`src/rtl/prs_pkg.sv`:
```
// Purpose: Shared constants and types for the planar read and serializer block
// Assumes: Host reaches registers through an index port and a data port
// Notes:   All offsets, field masks and reset values live here

package prs_pkg;

   ////////////////////////////////////////////////////////////////////////////
   // Register indices written into the index port
   localparam logic [3:0] PRS_IDX_PLANE_SEL = 4'h4;   // read_plane_select
   localparam logic [3:0] PRS_IDX_MODE      = 4'h5;   // graphics_mode

   // Writable bits; every other bit is reserved and reads as zero
   localparam logic [7:0] PRS_IDX_MASK       = 8'h0F;
   localparam logic [7:0] PRS_PLANE_SEL_MASK = 8'h03;
   localparam logic [7:0] PRS_MODE_MASK      = 8'h7B;

   // Reset values
   localparam logic [7:0] PRS_IDX_RST       = 8'h00;
   localparam logic [7:0] PRS_PLANE_SEL_RST = 8'h00;
   localparam logic [7:0] PRS_MODE_RST      = 8'h00;
   localparam logic [7:0] PRS_BYTE_ZERO     = 8'h00;

   // Shift control encodings
   localparam logic [1:0] PRS_SHIFT_BIT  = 2'h0;
   localparam logic [1:0] PRS_SHIFT_PAIR = 2'h1;

   // Even/odd plane groups and serializer length
   localparam logic [3:0] PRS_EVEN_PLANES = 4'h5;
   localparam logic [3:0] PRS_ODD_PLANES  = 4'hA;
   localparam logic [2:0] PRS_LAST_XFER   = 3'h7;
   localparam logic [2:0] PRS_XFER_ZERO   = 3'h0;
   localparam logic [2:0] PRS_XFER_ONE    = 3'h1;

   ////////////////////////////////////////////////////////////////////////////
   // Four plane bytes, index is the plane number
   typedef logic [3:0][7:0] prs_planes_t;

   // Graphics mode register layout
   typedef struct packed {
      logic       rsv7;
      logic [1:0] shift_ctl;
      logic       odd_even;
      logic       read_mode;
      logic       rsv2;
      logic [1:0] write_mode;
   } prs_mode_s;

   // Serializer states
   typedef enum logic [1:0] {
      PRS_ST_IDLE  = 2'b01,
      PRS_ST_SHIFT = 2'b10
   } prs_state_e;

endpackage

```
`src/rtl/prs_top.sv`:
```
// Purpose: Host read path, latch readback, even/odd plane decode and serializer
// Assumes: All inputs synchronous to clk_sys; plane data valid with fb_rd
// Notes:   Write modes and memory map decode sit in other blocks

////////////////////////////////////////////////////////////////////////////////
// Contract
// - Read mode 0 returns selected plane byte
// - Even/odd ignores plane select low bit
// - Chain-four ignores both plane select bits
// - Plane select also picks latch readback
// - Shift control picks serializer format
// - Format 00: bit per plane, MSB first
// - Format 01: planes 0/2 pairs, then 1/3
// - Format 1x: nibbles, plane 0 to 3
// - Even/odd bit steers plane enables by A0
// - Read mode bit clear returns plane data
// - Read mode bit set returns compare result
// - Don't-care zero excludes plane from compare
// - Every host read loads all four latches
module prs_top
   import prs_pkg::*;
(
   // Clock and reset
   input  wire logic        clk_sys,
   input  wire logic        reset_n,
   // Host register port
   input  wire logic        io_wr,
   input  wire logic        io_rd,
   input  wire logic        io_sel_data,
   input  wire logic [7:0]  io_wdata,
   output logic      [7:0]  io_rdata,
   output logic             io_rvalid,
   // Settings held by neighbouring register blocks
   input  wire logic [3:0]  color_compare,
   input  wire logic [3:0]  color_ignore,
   input  wire logic [3:0]  plane_mask,
   input  wire logic        chain_four,
   // Host frame buffer read
   input  wire logic        fb_rd,
   input  wire logic [1:0]  fb_addr_lo,
   input  wire prs_planes_t fb_plane_data,
   output logic      [7:0]  fb_rdata,
   output logic             fb_rvalid,
   output logic      [3:0]  plane_enable,
   output logic      [7:0]  latch_readback,
   // Display serializer
   input  wire logic        shift_load,
   input  wire prs_planes_t shift_planes,
   output logic      [3:0]  pix_out,
   output logic             pix_valid
);

   ////////////////////////////////////////////////////////////////////////////
   // Storage
   logic        [7:0] index_q;
   logic        [7:0] plane_sel_q;
   prs_mode_s         mode_q;
   logic        [7:0] io_rdata_q;
   logic              io_rvalid_q;
   prs_planes_t       latch_q;
   logic        [7:0] fb_rdata_q;
   logic              fb_rvalid_q;
   logic        [3:0] plane_en_q;
   logic        [7:0] latch_rb_q;
   prs_planes_t       shift_q;
   logic        [2:0] xfer_q;
   logic        [2:0] xfer_d;
   prs_state_e        state_q;
   prs_state_e        state_d;
   logic        [3:0] pix_q;
   logic              pix_valid_q;

   ////////////////////////////////////////////////////////////////////////////
   // Nibble for one transfer in the chosen format
   function automatic logic [3:0] prs_serial(input logic [1:0] ctl,
                                             input prs_planes_t pl,
                                             input logic [2:0] k);
      logic [2:0] bpos;
      logic [3:0] res;
      bpos = 3'(PRS_LAST_XFER - k);
      res  = 4'h0;
      if (ctl == PRS_SHIFT_BIT) begin
         for (int p = 0; p < 4; p++) begin
            res[p] = pl[p][bpos];
         end
      end else if (ctl == PRS_SHIFT_PAIR) begin
         res = {pl[{1'b1, k[2]}][{~k[1:0], 1'b1}],
                pl[{1'b1, k[2]}][{~k[1:0], 1'b0}],
                pl[{1'b0, k[2]}][{~k[1:0], 1'b1}],
                pl[{1'b0, k[2]}][{~k[1:0], 1'b0}]};
      end else begin
         res = k[0] ? pl[k[2:1]][3:0] : pl[k[2:1]][7:4];
      end
      return res;
   endfunction

   ////////////////////////////////////////////////////////////////////////////
   // Register port decode
   wire       wr_index  = io_wr & ~io_sel_data;
   wire       wr_data   = io_wr & io_sel_data;
   wire       hit_sel   = (index_q[3:0] == PRS_IDX_PLANE_SEL);
   wire       hit_mode  = (index_q[3:0] == PRS_IDX_MODE);
   wire [7:0] data_rd   = hit_sel  ? plane_sel_q :
                          hit_mode ? mode_q      : PRS_BYTE_ZERO;
   wire [7:0] io_rd_mux = io_sel_data ? data_rd : index_q;

   always_ff @(posedge clk_sys or negedge reset_n) begin
      if (!reset_n) begin
         index_q <= PRS_IDX_RST;
      end else if (wr_index) begin
         index_q <= io_wdata & PRS_IDX_MASK;
      end
   end

   always_ff @(posedge clk_sys or negedge reset_n) begin
      if (!reset_n) begin
         plane_sel_q <= PRS_PLANE_SEL_RST;
         mode_q      <= PRS_MODE_RST;
      end else if (wr_data) begin
         if (hit_sel) begin
            plane_sel_q <= io_wdata & PRS_PLANE_SEL_MASK;
         end
         if (hit_mode) begin
            mode_q <= io_wdata & PRS_MODE_MASK;
         end
      end
   end

   // Register read answer, one cycle after the strobe
   always_ff @(posedge clk_sys or negedge reset_n) begin
      if (!reset_n) begin
         io_rdata_q  <= PRS_BYTE_ZERO;
         io_rvalid_q <= 1'b0;
      end else begin
         io_rvalid_q <= io_rd;
         if (io_rd) begin
            io_rdata_q <= io_rd_mux;
         end
      end
   end

   ////////////////////////////////////////////////////////////////////////////
   // Plane choice for host reads
   // plane select picks plane; chain-four uses both address bits, even/odd uses A0 for bit 0
   wire [1:0] rd_plane = chain_four     ? fb_addr_lo :
                         mode_q.odd_even ? {plane_sel_q[1], fb_addr_lo[0]} :
                                           plane_sel_q[1:0];

   // bit set when included planes match
   logic [7:0] cmp_res;
   genvar gb;
   generate
      for (gb = 0; gb < 8; gb++) begin : g_cmp
         assign cmp_res[gb] = &(~color_ignore | ~({fb_plane_data[3][gb], fb_plane_data[2][gb],
                                                  fb_plane_data[1][gb], fb_plane_data[0][gb]}
                                                 ^ color_compare));
      end
   endgenerate

   // read mode picks plane data or compare
   wire [7:0] fb_rd_mux = mode_q.read_mode ? cmp_res : fb_plane_data[rd_plane];

   // even/odd steers planes by address bit 0
   wire [3:0] plane_en_d = mode_q.odd_even ?
                           (fb_addr_lo[0] ? PRS_ODD_PLANES : PRS_EVEN_PLANES) & plane_mask :
                           plane_mask;

   // Frame buffer read return and plane enables
   always_ff @(posedge clk_sys or negedge reset_n) begin
      if (!reset_n) begin
         fb_rdata_q  <= PRS_BYTE_ZERO;
         fb_rvalid_q <= 1'b0;
         plane_en_q  <= 4'h0;
      end else begin
         fb_rvalid_q <= fb_rd;
         plane_en_q  <= plane_en_d;
         if (fb_rd) begin
            fb_rdata_q <= fb_rd_mux;
         end
      end
   end

   // latches copy every plane on read
   always_ff @(posedge clk_sys or negedge reset_n) begin
      if (!reset_n) begin
         latch_q <= '0;
      end else if (fb_rd) begin
         latch_q <= fb_plane_data;
      end
   end

   always_ff @(posedge clk_sys or negedge reset_n) begin
      if (!reset_n) begin
         latch_rb_q <= PRS_BYTE_ZERO;
      end else begin
         latch_rb_q <= latch_q[plane_sel_q[1:0]];
      end
   end

   ////////////////////////////////////////////////////////////////////////////
   // Serializer sequencing: eight transfers per load, reload restarts
   always_comb begin
      state_d = state_q;
      xfer_d  = xfer_q;
      case (state_q)
         PRS_ST_IDLE: begin
            if (shift_load) begin
               state_d = PRS_ST_SHIFT;
               xfer_d  = PRS_XFER_ZERO;
            end
         end
         PRS_ST_SHIFT: begin
            if (shift_load) begin
               xfer_d = PRS_XFER_ZERO;
            end else if (xfer_q == PRS_LAST_XFER) begin
               state_d = PRS_ST_IDLE;
            end else begin
               xfer_d = 3'(xfer_q + PRS_XFER_ONE);
            end
         end
         default: begin
            state_d = PRS_ST_IDLE;
            xfer_d  = PRS_XFER_ZERO;
         end
      endcase
   end

   // State and captured plane bytes
   always_ff @(posedge clk_sys or negedge reset_n) begin
      if (!reset_n) begin
         state_q <= PRS_ST_IDLE;
         xfer_q  <= PRS_XFER_ZERO;
         shift_q <= '0;
      end else begin
         state_q <= state_d;
         xfer_q  <= xfer_d;
         if (shift_load) begin
            shift_q <= shift_planes;
         end
      end
   end

   always_ff @(posedge clk_sys or negedge reset_n) begin
      if (!reset_n) begin
         pix_q       <= 4'h0;
         pix_valid_q <= 1'b0;
      end else begin
         pix_valid_q <= (state_q == PRS_ST_SHIFT) & ~shift_load;
         pix_q       <= prs_serial(mode_q.shift_ctl, shift_q, xfer_q);
      end
   end

   ////////////////////////////////////////////////////////////////////////////
   // Outputs
   assign io_rdata       = io_rdata_q;
   assign io_rvalid      = io_rvalid_q;
   assign fb_rdata       = fb_rdata_q;
   assign fb_rvalid      = fb_rvalid_q;
   assign plane_enable   = plane_en_q;
   assign latch_readback = latch_rb_q;
   assign pix_out        = pix_q;
   assign pix_valid      = pix_valid_q;

endmodule

```
`config.mk`:
```
export PLATFORM = sky130hd
export DESIGN_NAME = prs_top
export DESIGN_NICKNAME = d
export VERILOG_FILES = /design/src/rtl/prs_pkg.sv /design/src/rtl/prs_top.sv
export SDC_FILE = /design/constraint.sdc
export NUM_CORES = 1
export LEC_CHECK = 0
export ABC_AREA = 0
export BUFFER_PORTS_ARGS = -buffer_cell sky130_fd_sc_hd__buf_2
export CORE_UTILIZATION = 40
export DETAILED_ROUTE_END_ITERATION = 8
export HOLD_SLACK_MARGIN = 0.12
export PLACE_DENSITY = 0.73
export SYNTH_ARGS = -nofsm -noshare
export SYNTH_HDL_FRONTEND = slang
export SYNTH_SLANG_ARGS = --single-unit
export TNS_END_PERCENT = 50
```
`constraint.sdc`:
```
create_clock -name clk_sys -period 6 [get_ports clk_sys]
set_input_delay 0.3 -clock clk_sys [delete_from_list [all_inputs] [get_ports clk_sys]]
set_output_delay 0.3 -clock clk_sys [all_outputs]
set_load 0.02 [all_outputs]
```
; ---- Word level (Yosys, flattened, before mapping)
; Index checks and enable logic that the tools add are counted.
[op_classes]
n_addsub = 2
n_reduce_logical = 13
muxes = 45
magnitude_cmp = 8
bitwise_logic = 32
eq_ne = 10
[ops]
columns = op, count
row1 = $mux W8, 8
row2 = $bmux W8 S2, 3
row3 = $not A4 Y4, 9
row4 = $or A4 B4 Y4, 8
row5 = $reduce_and A4 Y1, 8
row6 = $xor A4 B4 Y4, 8
row7 = $mux W7, 3
row8 = $mux W4, 5
row9 = $bmux W1 S3, 4
row10 = $lt A2 B3 Y1 const B, 4
row11 = $lt A3 B4 Y1 const B, 3
row12 = $mux W1, 9
row13 = $mux W3, 3
row14 = $bmux W1 S2, 4
row15 = $eq A4 B3 Y1 const B, 2
row16 = $mux W2, 4
row17 = $ne A2 B2 Y1 const B, 3
row18 = $pmux W3 S2, 1
row19 = $reduce_and A2 Y1, 3
row20 = $and A4 B4 Y4, 1
row21 = $eq A2 B1 Y1 const B, 2
row22 = $pmux W2 S2, 1
row23 = $add A3 B1 Y3 const B, 1
row24 = $and A1 B1 Y1, 3
row25 = 9 further kinds, 10
[totals]
reg_bits = 116
out_inout_bits = 35

; ---- Longest topological paths before layout
[logic_depth]
word_depth = 6
depth_mapped = 7
mapped_depth_nobuf = 5

; ---- Least setup slack after synthesis
; No wires, ideal clock.
[synth_path]
path_type = reg2reg
start = register xfer_q[0]
end = register pix_q[1], in the netlist pix_out[1]
period_less_slack_ns = 1.943
arrival_time_ns = 1.815
slack_ns = 4.057
path_stages_with_launch = 8
cell_sequence = dfrtp_1 -> buf_2 -> buf_2 -> buf_2 -> mux4_2 -> mux2_2 -> a21oi_1 -> o21ai_0
[synth_via]
elab_chain_len = 5
word_cells_on_any_way = 9
cone_classes = 1 x add/sub / 7 x mux / 1 x bitwise
[synth_rtl]
columns = element, line_no
row1 = from (decl), prs_top.sv:66  ; logic [2:0] xfer_q;
row2 = from (signal assigned), prs_top.sv:236  ; xfer_q <= xfer_d;
row3 = branches (longest 4 deep; another with $sub A3 B3 Y3), n/a
row4 = $mux W4 *, prs_top.sv:82  ; if (ctl == PRS_SHIFT_BIT) begin
row5 = to (signal assigned), prs_top.sv:249  ; pix_q <= prs_serial(mode_q.shift_ctl, shift_q, xfer_q);
row6 = to (decl), prs_top.sv:70  ; logic [3:0] pix_q;
; Mark *: on every way between the ends. The select of a mux whose other input is x is not followed.
; A chain may end at the register's enable or synchronous reset.

; ---- Final worst setup path
[layout_path]
start = register xfer_q[0]
end = register pix_q[3], in the netlist pix_out[3]
[layout_via]
elab_chain_len = 5
word_cells_on_any_way = 9
cone_classes = 1 x add/sub / 7 x mux / 1 x bitwise
[layout_rtl]
columns = element, line_no
row1 = branches (longest 4 deep; another with $sub A3 B3 Y3), n/a
row2 = $mux W4 *, prs_top.sv:82
; Marks and branches as above.

==> run_results.csv <==
group,metric,value,unit
routing,avgRoutedWirePerCell,18.74,um
placement,hpwl,9639,um
logic_synthesis,synth_top_area_share,48.95,%
sta,timing.fmax,409.8,MHz
worst_setup_path,critPathKind,"flop to flop",
clocking,clock_path_buffers,2,
global_routing,grt_pass1_wl,22600,um
logic_synthesis,synth_top_area_cell,"dfrtp_1",
clocking,post_cts_resized,0,
clocking,cts_root_buf,"clkbuf_16",
routing,antenna_left,0,
layout,n_fill_cell,1165,
worst_setup_path,critPathCaptureType,"flop",
global_routing,grt_pass1_vias,4267,
clocking,clock_latency,0.41,ns
logic_synthesis,ys_warn_count,0,
floorplanning,start_util,41.50,%
layout,finalNetCount,643,
sta,clock_skew,0.006714,ns
worst_setup_path,r2r_slack,3.56,ns
sta,hold_viol_final,0,
logic_synthesis,synthTopCellsByArea,"dfrtp_1 49%, mux4_2 16%, mux2_2 15%, xor2_1 4.8%, a222oi_1 1.7%",
sta,slew_violations,0,
worst_setup_path,crit_chain,"mux4_2 > mux4_2 > inv_1 > o21ai_0",
outcome,status,"finished, final reports clean",
routing,drt-total-wl,13870,um
logic_synthesis,syn-num-nets,501,
logic_synthesis,syn_inst,405,
layout,area_delta_synth_final,27.05,%
clocking,clk_pin_slew,0.05,ns
layout,multi_input_area,0.002795,mm^2
clocking,numCtsBuffers,17,
floorplanning,die_h,122.7,um
floorplanning,placeableCoreArea,0.01404,mm^2
logic_synthesis,yosys_register_bits,115,
worst_setup_path,crit_fanout,25,
placement,gp_congestion,0.8166,
sta,worst_pin_slew,1.154,ns
worst_setup_path,cp_slowest_stage_delay,1.11,ns
power_and_ir_drop,p_per_area,365.4,mW/mm^2
sta,slew_headroom,23.10,%
placement,port_buffers,126,
sta,whs,0.1296,ns
routing,drt_iter0_markers,241,
floorplanning,dieArea,0.01506,mm^2
global_routing,gr-total-overflow,0,
sta,fin_crit,2.440,ns
routing,vias,4063,
logic_synthesis,ys_types,38,
routing,via_per_inst,5.491,
layout,drive_gt1_share,50.54,%
job,cap_violations,0,
sta,grt_setup_unrepaired,"no",
global_routing,antenna_found_initial,0,
routing,drc,0,
clocking,cts_tree,"done",
floorplanning,die_w,122.7,um
sta,fin_crit_sh,40.67,%
power_and_ir_drop,ir_worst_vdd,0.2716,mV
layout,diodes,0,
global_routing,grt_max_degree,69,
sta,tns,0,ns
worst_setup_path,path_buf_inv,1,
routing,first_pass_iters,6,
floorplanning,row_count,43,
worst_setup_path,worstPathArrival,2.73,ns
sta,finalSetupViolCount,0,
clocking,post-cts-setup-buffer-count,0,
logic_synthesis,syn-cell-area,0.005828,mm^2
global_routing,grt_usage,20.02,%
layout,final-seq-area,0.002879,mm^2
logic_synthesis,syn-mean-instance-area,14.39,um^2
floorplanning,pin_count,129,
worst_setup_path,crit_slowest_cell,"dfrtp_1",
clocking,htreeDepth,4,
power_and_ir_drop,p_leak,3.212,nW
clocking,clock_sinks,115,
logic_synthesis,seq_area_frac_synth,49.40,%
worst_setup_path,crit_family,"flip-flops",
worst_setup_path,crit_top_cell,"mux4_2",
worst_setup_path,required,6.29,ns
worst_setup_path,cp-start-kind,"flop",
min_path,min_path_type,"input pin to flop",
cells by family (layout without fill, tap and decap cells):
group	Yosys count	count (layout)	share of synthesized area, %
adder cells (fa/ha/maj)	2	2	0.4293
AO/OA/AOI/OAI	49	49	6.355
buffers and inverters	36	191	2.640
XOR/XNOR	32	32	4.809
other	1	1	0.06434
multiplexers	126	126	32.27
AND/OR/NAND/NOR	44	44	4.036
flip-flops	115	115	49.40
power by group:
group | total [W] | internal, W | switching, W
combinational | 0.000643 | 0.000340 | 0.000303
clock | 0.000991 | 0.000632 | 0.000359
sequential | 0.00107 | 0.000926 | 0.000146
cells in the mapped netlist (all sizes together):
cell type,number
nor4,1
a21o,1
nand2b,3
a22oi,6
nor4b,1
a21boi,2
and2,11
a22o,1
a21oi,13
mux2i,3
nor3,1
ha,2
inv,6
or2b,1
xor2,32
nand3,3
dfrtp,114
mux4,41
a222oi,10
a31o,1
o211ai,2
clkinv,1
dfstp,1
nand2,7
o21ai,5
a221o,8
conb,1
nor2b,5
nor2,11
buf,11
mux2,82
clkbuf,18
per-stage QoR:
| step | utilization [%] | setup WS [ns] | cell area (um^2) | total power, W | std cells |
|---|---|---|---|---|---|
| final | 52.73 | 3.560 | 7405 | 0.002706 | 740 |
| after global routing | 52.73 | 3.367 | 7405 | 0.002836 | 740 |
| after CTS | 52.73 | 3.516 | 7405 | 0.002731 | 740 |
| after detailed placement | 46.76 | 3.504 | 6566 | 0.001720 | 683 |
| after global placement | 46.76 | 3.560 | 6566 | 0.001693 | 683 |
| after floorplan | - | 4.057 | 5828 | 0.001491 | 405 |
final timing paths:
path,startpoint,end,cells past startpoint
hold reg to reg,latch_q[7]$_DFFE_PN0P_,latch_q[7]$_DFFE_PN0P_,1
hold / removal,shift_planes[28],shift_q[28]$_DFFE_PN0P_,2
max in group asynchronous,reset_n,fb_rdata[7]$_DFFE_PN0P_,3
setup / recovery,xfer_q[0]$_DFFE_PN0P_,pix_out[3]$_DFF_PN0_,4
setup reg to reg,xfer_q[0]$_DFFE_PN0P_,pix_out[3]$_DFF_PN0_,4
min in group asynchronous,reset_n,shift_q[1]$_DFFE_PN0P_,2
metal layers:
| layer | global-route usage (%) | wire length, um | part of all wire [%] |
|---|---|---|---|
| met2 | 33.64 | 7082 | 51 |
| met1 | 24.25 | 5472 | 39 |
| met5 | 0 | 0 | 0 |
| met4 | 7.088 | 260 | 1.9 |
| met3 | 6.134 | 1050 | 7.6 |
cells in the final DEF (no fill, tap or decap), types with 2 or more instances in the layout:
cell type	instances
buf_2	125
dfrtp_1	114
mux2_2	80
mux4_2	41
xor2_1	32
dlygate4sd3_1	25
clkbuf_16	17
a21oi_1	13
nor2_1	11
a222oi_1	10
and2_0	8
a221o_1	8
nand2_1	7
a22oi_1	6
inv_1	6
nor2b_1	5
o21ai_0	5
clkinvlp_4	4
mux2i_1	3
nand2b_1	3
and2_1	3
nand3_1	3
clkinv_2	3
o211ai_1	2
a21boi_0	2
ha_1	2
clkbuf_8	2
bufinv_16	2
clkinv_4	2
buf_4	2
flip-flops by register name (all words and copies together), names as in the netlist:
name	cells
plane_sel_q	2
fb_rdata	8
index_q	4
state_q	2
io_rdata	7
fb_rvalid	1
latch_readback	8
pix_valid	1
io_rvalid	1
xfer_q	3
shift_q	32
pix_out	4
mode_q	6
latch_q	32
plane_enable	4
what timing repair did:
action,4_1_cts,5_1_grt
hold buffers,25,0
endpoints found under the setup margin,0,0
hold endpoints to repair,90,0
area by class of cell:
class	count	area share, %
flip-flops and latches	115	38.88
multi-input cells	254	37.75
repair buffers	152	12.03
clock buffers	20	6.168
well taps	180	3.042
clock inverters	12	1.774
inverters	7	0.3548
worst reg2reg max path, delay by kind of cell (launching register included):
family	cells	cell delay (ns)
DFF	1	1.11
muxes	2	1.08
AOI/OAI and AO/OA	1	0.06
buffers and inverters	1	0.07
No activity file was read; power rests on OpenSTA's default activity.
